===== src/core/nhc_map.vh =====
`ifndef NHC_MAP_VH
`define NHC_MAP_VH
`define NHC_CMD_READ_A   8'h00
`define NHC_CMD_READ_B   8'h01
`define NHC_CMD_READ_C   8'h50
`define NHC_CMD_READ_ID  8'h90
`define NHC_CMD_RESET    8'hFF
`define NHC_CMD_PROG     8'h80
`define NHC_CMD_PROG_GO  8'h10
`define NHC_CMD_ERASE    8'h60
`define NHC_CMD_ERASE_GO 8'hD0
`define NHC_CMD_STATUS   8'h70
`define NHC_OP_CMD       2'h0
`define NHC_OP_ADDR      2'h1
`define NHC_OP_WDATA     2'h2
`define NHC_OP_RDATA     2'h3
`define NHC_MAIN_NOP     2
`define NHC_SPARE_NOP    3
`define NHC_CLK_MHZ      20
`define NHC_RST_BUSY_US  5
`define NHC_RST_BUSY_CYC (`NHC_RST_BUSY_US * `NHC_CLK_MHZ)
`define NHC_HALF_CYC     2
`endif


===== src/core/nhc_fifo.v =====
`timescale 1ns/1ns
module nhc_fifo #(
  parameter WIDTH = 8,
  parameter DEPTH = 4,
  parameter AW    = 2
) (
  // Clock and reset
  input  wire             i_ref_clk,
  input  wire             i_rstn,
  // Fill side
  input  wire             i_valid,
  output wire             o_ready,
  input  wire [WIDTH-1:0] i_data,
  // Drain side
  output wire             o_valid,
  input  wire             i_ready,
  output wire [WIDTH-1:0] o_data
);
  reg [WIDTH-1:0] mem [0:DEPTH-1];
  reg [AW-1:0]    wp;
  reg [AW-1:0]    rp;
  reg [AW:0]      cnt;
  wire            push;
  wire            pop;
  assign o_ready = (cnt != DEPTH[AW:0]);
  assign o_valid = (cnt != {(AW+1){1'b0}});
  assign o_data  = mem[rp];
  assign push    = i_valid & o_ready;
  assign pop     = o_valid & i_ready;
  always @(posedge i_ref_clk) begin
    if (push) begin
      mem[wp] <= i_data;
    end
  end
  always @(posedge i_ref_clk or negedge i_rstn) begin
    if (!i_rstn) begin
      wp  <= {AW{1'b0}};
      rp  <= {AW{1'b0}};
      cnt <= {(AW+1){1'b0}};
    end else begin
      if (push) begin
        wp <= wp + 1'b1;
      end
      if (pop) begin
        rp <= rp + 1'b1;
      end
      cnt <= cnt + {{AW{1'b0}}, push} - {{AW{1'b0}}, pop};
    end
  end
endmodule // nhc_fifo


===== src/core/nhc_host.v =====
`timescale 1ns/1ns
`include "nhc_map.vh"
module nhc_host #(
  parameter HALF = `NHC_HALF_CYC
) (
  // Clock and reset
  input  wire       i_ref_clk,
  input  wire       i_rstn,
  // User request: op code and byte
  input  wire       i_req_valid,
  output reg        o_req_ready,
  input  wire [1:0] i_req_op,
  input  wire [7:0] i_req_byte,
  input  wire       i_req_spare,
  // Read data out
  output reg        o_rd_valid,
  output reg  [7:0] o_rd_byte,
  // Status
  output reg        o_busy_seen,
  output reg        o_refused,
  // Flash pins
  output reg        o_ce_n,
  output reg        o_cle,
  output reg        o_ale,
  output reg        o_we_n,
  output reg        output_strobe_n,
  output reg        o_wp_n,
  output reg  [7:0] o_io,
  output reg        o_io_oe_n,
  input  wire [7:0] i_io,
  input  wire       i_ready_busy_n
);
  // ---------------------------------------------
  // Request buffer
  // ---------------------------------------------
  wire       f_valid;
  reg        f_take;
  wire [10:0] f_data;
  wire       f_ready;
  nhc_fifo #(.WIDTH(11), .DEPTH(4), .AW(2)) u_fifo (
    .i_ref_clk (i_ref_clk),
    .i_rstn    (i_rstn),
    .i_valid   (i_req_valid),
    .o_ready   (f_ready),
    .i_data    ({i_req_spare, i_req_op, i_req_byte}),
    .o_valid   (f_valid),
    .i_ready   (f_take),
    .o_data    (f_data)
  );
  // ---------------------------------------------
  // Strobe sequencer
  // ---------------------------------------------
  localparam ST_IDLE = 2'h0;
  localparam ST_LOW  = 2'h1;
  localparam ST_HIGH = 2'h2;
  reg [1:0] state;
  reg [7:0] cnt;
  reg [1:0] op;
  reg [7:0] last_cmd;
  reg [1:0] main_cnt;
  reg [1:0] spare_cnt;
  reg       spare_prog;
  reg       prog_ok;
  reg       cmd_known;
  always @* begin
    f_take = (state == ST_IDLE) && f_valid && i_ready_busy_n;
    cmd_known = (f_data[9:8] != `NHC_OP_CMD) ||
                (f_data[7:0] == `NHC_CMD_READ_A) ||
                (f_data[7:0] == `NHC_CMD_READ_B) ||
                (f_data[7:0] == `NHC_CMD_READ_C) ||
                (f_data[7:0] == `NHC_CMD_READ_ID) ||
                (f_data[7:0] == `NHC_CMD_RESET) ||
                (f_data[7:0] == `NHC_CMD_PROG) ||
                (f_data[7:0] == `NHC_CMD_PROG_GO) ||
                (f_data[7:0] == `NHC_CMD_ERASE) ||
                (f_data[7:0] == `NHC_CMD_ERASE_GO) ||
                (f_data[7:0] == `NHC_CMD_STATUS);
  end
  always @(posedge i_ref_clk or negedge i_rstn) begin
    if (!i_rstn) begin
      state <= ST_IDLE;
      cnt <= 8'h00;
      op <= 2'h0;
      last_cmd <= 8'h00;
      main_cnt <= 2'h0;
      spare_cnt <= 2'h0;
      spare_prog <= 1'b0;
      prog_ok <= 1'b0;
      o_req_ready <= 1'b0;
      o_rd_valid <= 1'b0;
      o_rd_byte <= 8'h00;
      o_busy_seen <= 1'b0;
      o_refused <= 1'b0;
      o_ce_n <= 1'b1;
      o_cle <= 1'b0;
      o_ale <= 1'b0;
      o_we_n <= 1'b1;
      output_strobe_n <= 1'b1;
      o_wp_n <= 1'b0;
      o_io <= 8'h00;
      o_io_oe_n <= 1'b1;
    end else begin
      o_req_ready <= f_ready;
      o_rd_valid <= 1'b0;
      o_refused <= 1'b0;
      o_busy_seen <= ~i_ready_busy_n;
      case (state)
        ST_IDLE: begin
          // Strobe stays high while busy, and chip select stays low.
          output_strobe_n <= 1'b1;
          o_we_n <= 1'b1;
          if (f_take && !cmd_known) begin
            // Undefined codes are dropped here and never reach the pins.
            o_refused <= 1'b1;
            o_wp_n <= 1'b0;
          end else if (f_take) begin
            op <= f_data[9:8];
            o_ce_n <= 1'b0;
            o_cle <= (f_data[9:8] == `NHC_OP_CMD);
            o_ale <= (f_data[9:8] == `NHC_OP_ADDR);
            o_io <= f_data[7:0];
            cnt <= HALF[7:0];
            state <= ST_LOW;
            if (f_data[9:8] == `NHC_OP_CMD) begin
              last_cmd <= f_data[7:0];
              if (f_data[7:0] == `NHC_CMD_PROG) begin
                spare_prog <= f_data[10];
                // One main and one spare pass count, shared by all pages, guard partial programs.
                prog_ok <= f_data[10] ?
                  (spare_cnt < `NHC_SPARE_NOP) :
                  (main_cnt < `NHC_MAIN_NOP);
              end
              if (f_data[7:0] == `NHC_CMD_ERASE_GO) begin
                main_cnt <= 2'h0;
                spare_cnt <= 2'h0;
              end
              if (f_data[7:0] == `NHC_CMD_PROG_GO && prog_ok) begin
                if (spare_prog) begin
                  spare_cnt <= spare_cnt + 2'h1;
                end else begin
                  main_cnt <= main_cnt + 2'h1;
                end
              end
            end
            // Write protect lifts for address and data cycles and for a permitted program or erase.
            // Bad blocks are screened by the caller, so erase and erase confirm open it unguarded.
            o_wp_n <= (f_data[7:0] == `NHC_CMD_ERASE) ||
                      (f_data[9:8] != `NHC_OP_CMD) ||
                      (f_data[7:0] == `NHC_CMD_PROG_GO && prog_ok) ||
                      (f_data[7:0] == `NHC_CMD_ERASE_GO);
            if (f_data[9:8] == `NHC_OP_RDATA) begin
              o_io_oe_n <= 1'b1;
              output_strobe_n <= 1'b0;
            end else begin
              o_io_oe_n <= 1'b0;
              o_we_n <= 1'b0;
            end
            if (f_data[9:8] == `NHC_OP_CMD &&
                f_data[7:0] == `NHC_CMD_PROG_GO && !prog_ok) begin
              o_refused <= 1'b1;
            end
          end
        end
        ST_LOW: begin
          if (cnt == 8'h00) begin
            if (op == `NHC_OP_RDATA) begin
              o_rd_byte <= i_io;
              o_rd_valid <= 1'b1;
            end
            o_we_n <= 1'b1;
            output_strobe_n <= 1'b1;
            cnt <= HALF[7:0];
            state <= ST_HIGH;
          end else begin
            cnt <= cnt - 8'h01;
          end
        end
        default: begin
          // A busy device must see both latch enables low at once.
          if (!i_ready_busy_n) begin
            o_cle <= 1'b0;
            o_ale <= 1'b0;
          end
          if (cnt == 8'h00) begin
            o_cle <= 1'b0;
            o_ale <= 1'b0;
            o_io_oe_n <= 1'b1;
            state <= ST_IDLE;
          end else begin
            cnt <= cnt - 8'h01;
          end
        end
      endcase
    end
  end
endmodule // nhc_host


===== config.mk =====
export PLATFORM = sky130hd
export DESIGN_NAME = nhc_host
export DESIGN_NICKNAME = d
export VERILOG_FILES = /design/src/core/nhc_fifo.v /design/src/core/nhc_host.v
export VERILOG_INCLUDE_DIRS = /design/src /design/src/core
export SDC_FILE = /design/constraint.sdc
export NUM_CORES = 1
export LEC_CHECK = 0
export ABC_AREA = 0
export BUFFER_PORTS_ARGS = -buffer_cell sky130_fd_sc_hd__buf_2
export CELL_PAD_IN_SITES_DETAIL_PLACEMENT = 1
export CELL_PAD_IN_SITES_GLOBAL_PLACEMENT = 1
export CORE_ASPECT_RATIO = 2
export CORE_MARGIN = 2
export CORE_UTILIZATION = 48
export DETAILED_ROUTE_END_ITERATION = 8
export GPL_TIMING_DRIVEN = 0
export PLACE_DENSITY_LB_ADDON = 0.1
export SYNTH_ARGS = -nofsm -noshare
export SYNTH_HDL_FRONTEND = slang
export SYNTH_HIERARCHICAL = 1
export SYNTH_SLANG_ARGS = --single-unit

===== constraint.sdc =====
create_clock -name i_ref_clk -period 3 [get_ports i_ref_clk]
set_input_delay 0.3 -clock i_ref_clk [delete_from_list [all_inputs] [get_ports i_ref_clk]]
set_output_delay 0.3 -clock i_ref_clk [all_outputs]
set_load 0.05 [all_outputs]

==> results_tabular.tex, run 1 <==
\begin{tabular}{lr}
\hline
Metric & Value \\
\hline
\multicolumn{2}{l}{\textbf{Finish}} \\
\quad Post-layout instance area & $\sim$5000 um\^{}2 \\
\quad FILL cells & about 900 \\
\quad Synth-to-layout area growth & 15.7\% \\
\quad Area used by multi-input combinational logic & 1590 um\^{}2 \\
\quad Number of diodes added for antenna fixing & 0 \\
\quad Final standard cell utilization of the core & 56.4\% \\
\quad Sequential cell area & 2630 um\^{}2 \\
\quad Layout Nets & 389 \\
\quad Fraction of final layout cells sized beyond drive strength 1 & 33.5\% \\
\multicolumn{2}{l}{\textbf{Die}} \\
\quad Area of the die & 9850 um\^{}2 \\
\quad Number of core rows & between 40 and 50 \\
\quad Y dimension of the die & 138 um \\
\quad Area of the core & $\sim$9000 um\^{}2 \\
\quad X dimension of the die & 71.2 um \\
\quad Starting density of the core & 48.7\% \\
\quad I/O Pins & 50 \\
\multicolumn{2}{l}{\textbf{Worst setup path}} \\
\quad Launching element type of the critical path & register \\
\quad Data arrival time of the critical path & between 3 and 4 ns \\
\quad Biggest cell delay along the critical path & 0.49 ns \\
\quad WP buf/inv & 3 \\
\quad Req. time, crit path & 3.23 ns \\
\quad Kind of critical path & reg2reg \\
\quad Worst flop-to-flop path startpoint & u\_fifo/cnt[1] \\
\quad CP startpoint & u\_fifo/cnt[1] \\
\quad Critical path endpoint category & register \\
\quad Crit-path slowest cell & dfrtp\_2 \\
\quad Dominant delay contributor by cell family on the critical path & adder cells \\
\quad Crit path cell chain & or3\_1 -> nand3\_1 -> clkinvlp\_4 -> o31a\_1 -> ha\_1 -> inv\_1 -> ha\_1 -> inv\_1 -> fa\_1 -> xnor2\_1 -> xnor2\_1 \\
\quad Maximum fanout count along the critical path & 8 \\
\multicolumn{2}{l}{\textbf{Clocking}} \\
\quad Total clock buffers created by CTS & 9 \\
\quad Number of buffers inserted to repair setup after CTS & 0 \\
\quad Latest clock arrival within the worst-skew pair & around 0.35 ns \\
\quad Clock-pin transition on the worst setup and hold timing paths & 0.07 ns \\
\quad Maximum clock insertion buffer count & 2 \\
\quad Sinks on Clock Net & 96 \\
\quad Cell at the root of the clock tree & clkbuf\_16 \\
\quad CTS tree & done \\
\quad H-tree levels & 3 \\
\multicolumn{2}{l}{\textbf{Flow run}} \\
\quad Max capacitance violation total & 0 \\
\multicolumn{2}{l}{\textbf{Routing}} \\
\quad Mean routed wirelength per cell & about 19 um \\
\quad Vias per std cell & 5.70 \\
\quad Total length of routed wires & 8.75 mm \\
\quad Routed Antenna Nets & 0 \\
\quad Vias after detailed routing & around 2.6k \\
\quad Count of routing violations after the opening detailed-route iteration & 92 \\
\quad Length of the first detailed-routing pass in iterations & 4 \\
\quad Detailed-route DRC error count & 0 \\
\multicolumn{2}{l}{\textbf{Power}} \\
\quad Clock share of power & 20.2\% \\
\quad P\_sw & 2.27 mW \\
\quad Switching share of power & 40.9\% \\
\quad Power per Cell Area & 1110 nW/um\^{}2 \\
\quad Internal power summed over all cells & around 3.3 mW \\
\quad Pleak & between 2 and 2.5 nW \\
\quad Relative contribution of combinational cells to total power & 42.2\% \\
\quad Fraction of power consumed by sequential logic & 37.6\% \\
\quad Max IR drop VDD & 0.713 mV \\
\multicolumn{2}{l}{\textbf{Synth}} \\
\quad Most used flip-flop cell after synthesis & dfrtp\_1 \\
\quad Synth Cell Area & 4330 um\^{}2 \\
\quad Post-synthesis instance total & 296 \\
\quad Average instance area after synthesis & 14.6 um\^{}2 \\
\quad Number of enable-type register cells in the synthesized netlist & 44 \\
\quad Distinct cell type count after synthesis & 59 \\
\quad Flip-flop and latch count after synthesis & 96 \\
\quad Number of warnings issued by yosys & 6 \\
\quad Compound-cell area share of the yosys netlist & about 7.1\% \\
\quad Adder-cell share of the synthesized area & under 10\% \\
\quad Main combinational cell family by area after synthesis & multiplexers \\
\quad Share of cell area taken by muxes after synthesis & 12.7\% \\
\quad Share of flip-flops with an asynchronous set or reset after synthesis & 54.2\% \\
\quad Simple-gate area share of the yosys netlist & about an eighth \\
\quad Xor/xnor cell area share of the yosys netlist & 1.01\% \\
\quad Share of the yosys chip area belonging to registers & 60.7\% \\
\quad Total nets after synthesis & 329 \\
\multicolumn{2}{l}{\textbf{Placed design}} \\
\quad Total half-perimeter wirelength after legalization and detailed placement & 6.31 mm \\
\quad Placer Congestion & 0.765 \\
\quad Number of buffers inserted by port buffering & just under 50 \\
\quad Placed standard-cell area & 4700 um\^{}2 \\
\multicolumn{2}{l}{\textbf{GRT}} \\
\quad Initial antenna violation count & 0 \\
\quad Vias in the first global route & 2771 \\
\quad Global-route usage over all layers & between 10\% and 20\% \\
\quad Global-route wire length before repair & 14.4 mm \\
\quad Maximum number of pins on one net before global-route repair & 53 \\
\quad Gr ovfl total & 0 \\
\multicolumn{2}{l}{\textbf{STA}} \\
\quad Final setup violation count & 0 \\
\quad Share of the clock period used by the worst path after layout & 94.8\% \\
\quad Final critical path time including I/O delays and setup & 2.84 ns \\
\quad Max Fclk & 0.352 GHz \\
\quad Worst hold-check slack & 0.126 ns \\
\quad Slew at the pin closest to its max-slew limit & approximately 1.2 ns \\
\quad Sum Neg Setup Slack & 0 ns \\
\quad Max-Slew Margin vs Limit & 20.3\% \\
\quad Largest clock skew in the final design & slightly above 0.009 ns \\
\quad Final Max Slew Viols & 0 \\
\quad Count of endpoints failing hold in the final timing report & 0 \\
\multicolumn{2}{l}{\textbf{Outcome}} \\
\quad Result of the run & finished clean \\
\multicolumn{2}{l}{\textbf{Worst hold path}} \\
\quad Worst hold path type & in2reg \\
\quad Start point of the worst min-delay path & i\_ready\_busy\_n \\
\hline
\end{tabular}
-- flip-flops by register name, indices dropped and copies added (netlist names), 2 cells and up --
name	flops
u_fifo/wp	2
u_fifo/cnt	3
main_cnt	2
state	2
spare_cnt	2
u_fifo/rp	2
cnt	8
o_rd_byte	8
op	2
o_io	8
u_fifo/mem	44
-- power groups by stage --
stage / combinational (mW) / clock [mW] / sequential [mW]
global placement: 2.29 / 0 / 2.10
floorplan: 1.30 / 0 / 2.56
detailed placement: 2.34 / 0 / 2.12
finish: 2.34 / 1.12 / 2.09
CTS: 2.37 / 1.14 / 2.10
global route: 2.55 / 1.19 / 2.15
-- cell families after synthesis --
logic type               Yosys count
AND/OR/NAND/NOR                   85
multiplexers                      35
buffers and inverters             24
adder cells (fa/ha/maj)           10
flip-flops                        96
XOR/XNOR                           5
AO/OA/AOI/OAI                     41
-- cell usage in the layout (no fill, tap or decap), types with 3 or more instances in the layout --
master and instances:
a21o_1 3, a21oi_1 4, and2_1 3, and3b_1 8, buf_2 55, buf_6 4, clkbuf_16 9, dfrtp_1 46
dfstp_2 4, edfxtp_1 44, ha_1 9, inv_1 11, inv_8 4, mux2_2 13, mux2_4 7, mux2i_1 4
mux4_1 3, mux4_2 8, nand2_1 12, nand2b_1 7, nand3_1 7, nand4_1 5, nand4bb_1 3, nor2_1 12
nor3_1 3, nor4_1 3, o211ai_1 3, o21ai_0 8, o31ai_1 4, or3_1 7, xnor2_1 4
-- layout make-up --
type                    instances  area share, %
flip-flops and latches         96           52.5
multi-input cells             176           31.6
repair buffers                 49           4.89
clock buffers                   9           4.49
well taps                     102           2.55
plain buffers                  12           1.65
clock inverters                 7           1.35
inverters                      12          0.973
-- per-layer routing --
layer	part of all wire (%)	track usage, %
met4	2.5	6.95
met3	2.8	3.43
met5	0	0
met1	35	20.2
met2	60	36.5
-- path summary, 6_finish.rpt --
| check | to | slack [ns] | cells after the start |
|---|---|---|---|
| max | u_fifo/cnt[2] | 0.16 | 11 |
| min | o_busy_seen | 0.13 | 2 |
| max reg2reg | u_fifo/cnt[2] | 0.16 | 11 |
| min reg2reg | o_ce_n | 0.50 | 1 |
| max in group asynchronous | u_fifo/cnt[1] | 1.98 | 1 |
| min in group asynchronous | cnt[4] | 0.20 | 1 |
-- Yosys cell counts (2+ instances only) --
cell / count / area (um^2)
a211oi_1: 2 / 15.0
a21boi_0: 2 / 15.0
a21o_1: 3 / 22.5
a21oi_1: 4 / 20.0
and2_1: 3 / 18.8
and3_1: 2 / 12.5
and3b_1: 8 / 70.1
buf_2: 6 / 30.0
buf_6: 4 / 45.0
clkbuf_1: 2 / 7.51
dfrtp_1: 48 / 1200
dfstp_2: 4 / 105
edfxtp_1: 44 / 1320
ha_1: 9 / 113
inv_1: 11 / 41.3
mux2_2: 13 / 146
mux2_4: 7 / 105
mux2i_1: 4 / 40.0
mux4_1: 3 / 78.8
mux4_2: 8 / 180
nand2_1: 12 / 45.0
nand2b_1: 7 / 43.8
nand3_1: 7 / 35.0
nand4_1: 5 / 31.3
nand4bb_1: 3 / 33.8
nor2_1: 12 / 45.0
nor3_1: 4 / 20.0
nor4_1: 3 / 18.8
o211ai_1: 3 / 22.5
o21a_1: 2 / 15.0
o21ai_0: 8 / 40.0
o22a_1: 2 / 17.5
o31a_1: 2 / 17.5
o31ai_1: 4 / 30.0
or3_1: 7 / 43.8
or4_1: 2 / 15.0
xnor2_1: 4 / 35.0
-- stage by stage --
stage | setup WS (ns) | power [mW] | std cells
after detailed placement | 0.0963 | 4.47 | 447
after global routing | -0.00876 | 5.89 | 463
final | 0.155 | 5.56 | 463
after CTS | 0.0555 | 5.61 | 463
after floorplan | 0.381 | 3.86 | 296
after global placement | 0.121 | 4.39 | 447
-- timing repair --
| item | 4_1_cts | 5_1_grt |
|---|---|---|
| endpoints found under the setup margin | 0 | 5 |
| hold buffers | 0 | 0 |
| resized for setup | 0 | 5 |
Power figures use the tool's default switching activity.
==> run 2, diff against run 1 <==
--- a/config.mk
+++ b/config.mk
@@ -7,13 +7,12 @@
 export NUM_CORES = 1
 export LEC_CHECK = 0
 export ABC_AREA = 0
-export BUFFER_PORTS_ARGS = -buffer_cell sky130_fd_sc_hd__buf_2
 export CELL_PAD_IN_SITES_DETAIL_PLACEMENT = 1
 export CELL_PAD_IN_SITES_GLOBAL_PLACEMENT = 1
-export CORE_ASPECT_RATIO = 2
 export CORE_MARGIN = 2
-export CORE_UTILIZATION = 48
+export CORE_UTILIZATION = 50
 export DETAILED_ROUTE_END_ITERATION = 8
+export DONT_BUFFER_PORTS = 1
 export GPL_TIMING_DRIVEN = 0
 export PLACE_DENSITY_LB_ADDON = 0.1
 export SYNTH_ARGS = -nofsm -noshare
==> run 2 against run 1 <==
Compared with the run above:
- clock power down 16%
- sequential power up 26%
- sequential share of layout area rose by 2.9 points
- routed wire length down 3.6%
- critical path type unchanged
==> results_tabular.tex, run 2 (synthesized netlist as in run 1, its figures left out) <==
\begin{tabular}{lr}
\hline
Metric & Value \\
\hline
\multicolumn{2}{l}{\textbf{Outcome}} \\
\quad Result of the run & finished clean (unchanged) \\
\multicolumn{2}{l}{\textbf{STA}} \\
\quad Sum Neg Setup Slack & 0 ns (unchanged) \\
\quad Final Max Slew Viols & 0 (unchanged) \\
\quad Share of the clock period used by the worst path after layout & 96.5\% (was 94.8\%) \\
\quad Final critical path time including I/O delays and setup & 2.90 ns (was 2.84 ns) \\
\quad Slew at the pin closest to its max-slew limit & 0.624 ns (was 1.20 ns) \\
\quad Final setup violation count & 0 (unchanged) \\
\quad Max Fclk & 0.345 GHz (was 0.352 GHz) \\
\quad RSZ-0062 raised after global routing & false \\
\quad Max-Slew Margin vs Limit & 58.4\% (was 20.3\%) \\
\quad Largest clock skew in the final design & 0.0194 ns (was 0.00906 ns) \\
\quad Count of endpoints failing hold in the final timing report & 0 (unchanged) \\
\multicolumn{2}{l}{\textbf{Routing}} \\
\quad Mean routed wirelength per cell & 20.1 um (was 18.9 um) \\
\quad Total length of routed wires & 8.44 mm (was 8.75 mm) \\
\quad Vias per std cell & 5.85 (was 5.70) \\
\quad Routed Antenna Nets & 0 (unchanged) \\
\quad Vias after detailed routing & 2458 (was 2638) \\
\quad Length of the first detailed-routing pass in iterations & 6 (was 4) \\
\quad Count of routing violations after the opening detailed-route iteration & 101 (was 92) \\
\quad Detailed-route DRC error count & 0 (unchanged) \\
\multicolumn{2}{l}{\textbf{Power}} \\
\quad Max IR drop VDD & 0.481 mV (was 0.713 mV) \\
\quad Power per Cell Area & 1100 nW/um\^{}2 (was 1110 nW/um\^{}2) \\
\quad Pleak & 1.90 nW (was 2.12 nW) \\
\quad Total Power Consumption & 5.23 mW (was 5.56 mW) \\
\multicolumn{2}{l}{\textbf{Clocking}} \\
\quad Number of buffers inserted to repair setup after CTS & 0 (unchanged) \\
\quad Sinks on Clock Net & 96 (unchanged) \\
\quad H-tree levels & 3 (unchanged) \\
\quad Total clock buffers created by CTS & 9 (unchanged) \\
\quad Latest clock arrival within the worst-skew pair & 0.36 ns (was 0.35 ns) \\
\quad Clock-pin transition on the worst setup and hold timing paths & 0.10 ns (was 0.07 ns) \\
\quad Cell at the root of the clock tree & clkbuf\_8 (was clkbuf\_16) \\
\quad CTS tree & done (unchanged) \\
\quad Maximum clock insertion buffer count & 2 (unchanged) \\
\multicolumn{2}{l}{\textbf{Finish}} \\
\quad Synth-to-layout area growth & 9.50\% (was 15.7\%) \\
\quad Register with the most flip-flops & u\_fifo/mem (unchanged) \\
\quad FILL cells & 798 (was 896) \\
\quad Final standard cell utilization of the core & 57.2\% (was 56.4\%) \\
\quad Commonest non-fill, non-tap cells in the layout & 48 x dfrtp\_1, 44 x edfxtp\_1, 13 x mux2\_2 (was 55 x buf\_2, 46 x dfrtp\_1, 44 x edfxtp\_1) \\
\quad Sequential cell area & 2630 um\^{}2 (about the same) \\
\quad Area used by multi-input combinational logic & 1580 um\^{}2 (was 1590 um\^{}2) \\
\quad Layout Nets & 343 (was 389) \\
\quad Flip-flop count of the largest register, all copies and words added & 44 (unchanged) \\
\quad Non-filler cells, final & 420 (was 463) \\
\quad Most common library cell in the layout ignoring fill and taps & dfrtp\_1 (was buf\_2) \\
\quad Fraction of final layout cells sized beyond drive strength 1 & 22.2\% (was 33.5\%) \\
\quad Number of diodes added for antenna fixing & 0 (unchanged) \\
\multicolumn{2}{l}{\textbf{Worst setup path}} \\
\quad CP startpoint & u\_fifo/cnt[1] (unchanged) \\
\quad Launching element type of the critical path & register (unchanged) \\
\quad Req. time, crit path & 3.24 ns (was 3.23 ns) \\
\quad Crit path cell chain & or3\_1 -> nand3\_1 -> clkinvlp\_4 -> o31a\_1 -> ha\_1 -> inv\_1 -> ha\_1 -> inv\_1 -> fa\_1 -> xnor2\_1 -> xnor2\_1 (unchanged) \\
\quad Crit-path slowest cell & dfrtp\_1 (was dfrtp\_2) \\
\quad Maximum fanout count along the critical path & 8 (unchanged) \\
\quad Critical path endpoint category & register (unchanged) \\
\quad Worst flop-to-flop path startpoint & u\_fifo/cnt[1] (unchanged) \\
\quad Biggest cell delay along the critical path & 0.52 ns (was 0.49 ns) \\
\quad Kind of critical path & reg2reg (unchanged) \\
\quad Data arrival time of the critical path & 3.13 ns (was 3.07 ns) \\
\multicolumn{2}{l}{\textbf{Die}} \\
\quad I/O Pins & 50 (unchanged) \\
\quad Area of the die & 9420 um\^{}2 (was 9850 um\^{}2) \\
\quad Y dimension of the die & 97.1 um (was 138 um) \\
\quad X dimension of the die & 97.1 um (was 71.2 um) \\
\quad Number of core rows & 33 (was 49) \\
\quad Starting density of the core & 52.2\% (was 48.7\%) \\
\quad Area of the core & 8300 um\^{}2 (was 8890 um\^{}2) \\
\multicolumn{2}{l}{\textbf{GRT}} \\
\quad Vias in the first global route & 2567 (was 2771) \\
\quad Met1 usage & 25.2\% (was 20.2\%) \\
\quad Met3 Usage GRT & 3.45\% (was 3.43\%) \\
\quad Met2 layer usage reported by global route & 31.5\% (was 36.5\%) \\
\quad Global-route usage over all layers & 18.8\% (was 19.2\%) \\
\quad Initial antenna violation count & 0 (unchanged) \\
\quad Gr ovfl total & 0 (unchanged) \\
\quad Maximum number of pins on one net before global-route repair & 53 (unchanged) \\
\quad Most crowded layer after global routing & met2 (unchanged) \\
\quad Global-route wire length before repair & 13.8 mm (was 14.4 mm) \\
\multicolumn{2}{l}{\textbf{Worst hold path}} \\
\quad Worst hold path type & in2reg (unchanged) \\
\quad Start point of the worst min-delay path & i\_req\_byte[3] (was i\_ready\_busy\_n) \\
\multicolumn{2}{l}{\textbf{Placed design}} \\
\quad Placer Congestion & 0.807 (was 0.765) \\
\quad Total half-perimeter wirelength after legalization and detailed placement & 5.86 mm (was 6.31 mm) \\
\quad Number of buffers inserted by port buffering & 0 (was 49) \\
\quad Placed Cells incl. Taps & 401 (was 447) \\
\multicolumn{2}{l}{\textbf{Flow run}} \\
\quad Max capacitance violation total & 0 (unchanged) \\
\hline
\end{tabular}
[run 2: cell types whose count changed in the layout (fill, tap and decap cells not counted), sizes merged]
cell	change
clkinv	-1
buf	-48
inv	-2
clkinvlp	+1
bufinv	+2
dlygate4sd3	+2
[run 2: final timing paths]
check                                   end  cells past startpoint  slack (ns)
setup / recovery              u_fifo/cnt[2]                     11        0.10
hold / removal             u_fifo/mem[1][3]                      0        0.03
setup reg to reg              u_fifo/cnt[2]                     11        0.10
hold reg to reg                spare_cnt[0]                      1        0.49
max in group asynchronous            o_ce_n                      2        2.27
min in group asynchronous            cnt[3]                      2        0.44
[run 2: where the power goes]
group / internal, mW / total [mW] / switching, mW
Combinational: 0.792 / 1.65 / 0.857
Clock: 0.478 / 0.942 / 0.464
Sequential: 1.79 / 2.64 / 0.846
[run 2: area by class of cell]
cell class              instances  share of cell area (%)
plain buffers                  12                    1.74
clock buffers                   9                    2.61
clock inverters                 7                    2.11
inverters                      12                    1.03
multi-input cells             176                    33.3
flip-flops and latches         96                    55.4
well taps                     105                    2.77
repair buffers                  3                    1.00
[run 2: what timing repair did]
| item | CTS | global route |
|---|---|---|
| gates resized for setup | 0 | 2 |
| hold endpoints to repair | 53 | 0 |
| hold buffers | 3 | 0 |
| setup endpoints to repair | 0 | 5 |
[run 2: metal layers]
layer  vias to the layer above  wire length [um]
li1                       1148                 -
met1                      1247              3730
met2                        54              4320
met3                         9               286
met4                         0                96
met5                         -                 0
[run 2: critical path, delay by kind of cell, from the launching register on]
| kind | cells | cell delay, ns |
|---|---|---|
| DFF | 1 | 0.52 |
| and+or+nand+nor | 2 | 0.61 |
| adders and majority gates | 3 | 0.79 |
| xor gates and xnor gates | 2 | 0.28 |
| buffers and inverters | 3 | 0.38 |
| AOI/OAI and AO/OA | 1 | 0.20 |
[run 2: stage by stage]
step / cell area (um^2) / setup WS [ns] / hold slack, ns
floorplan: 4330 / 0.381 / 0.00441
global placement: 4460 / 0.116 / 0.00554
detailed placement: 4460 / 0.0541 / 0.00553
CTS: 4730 / 0.0254 / 0.0144
global route: 4740 / 0.00776 / 0.000495
finish: 4740 / 0.104 / 0.0274
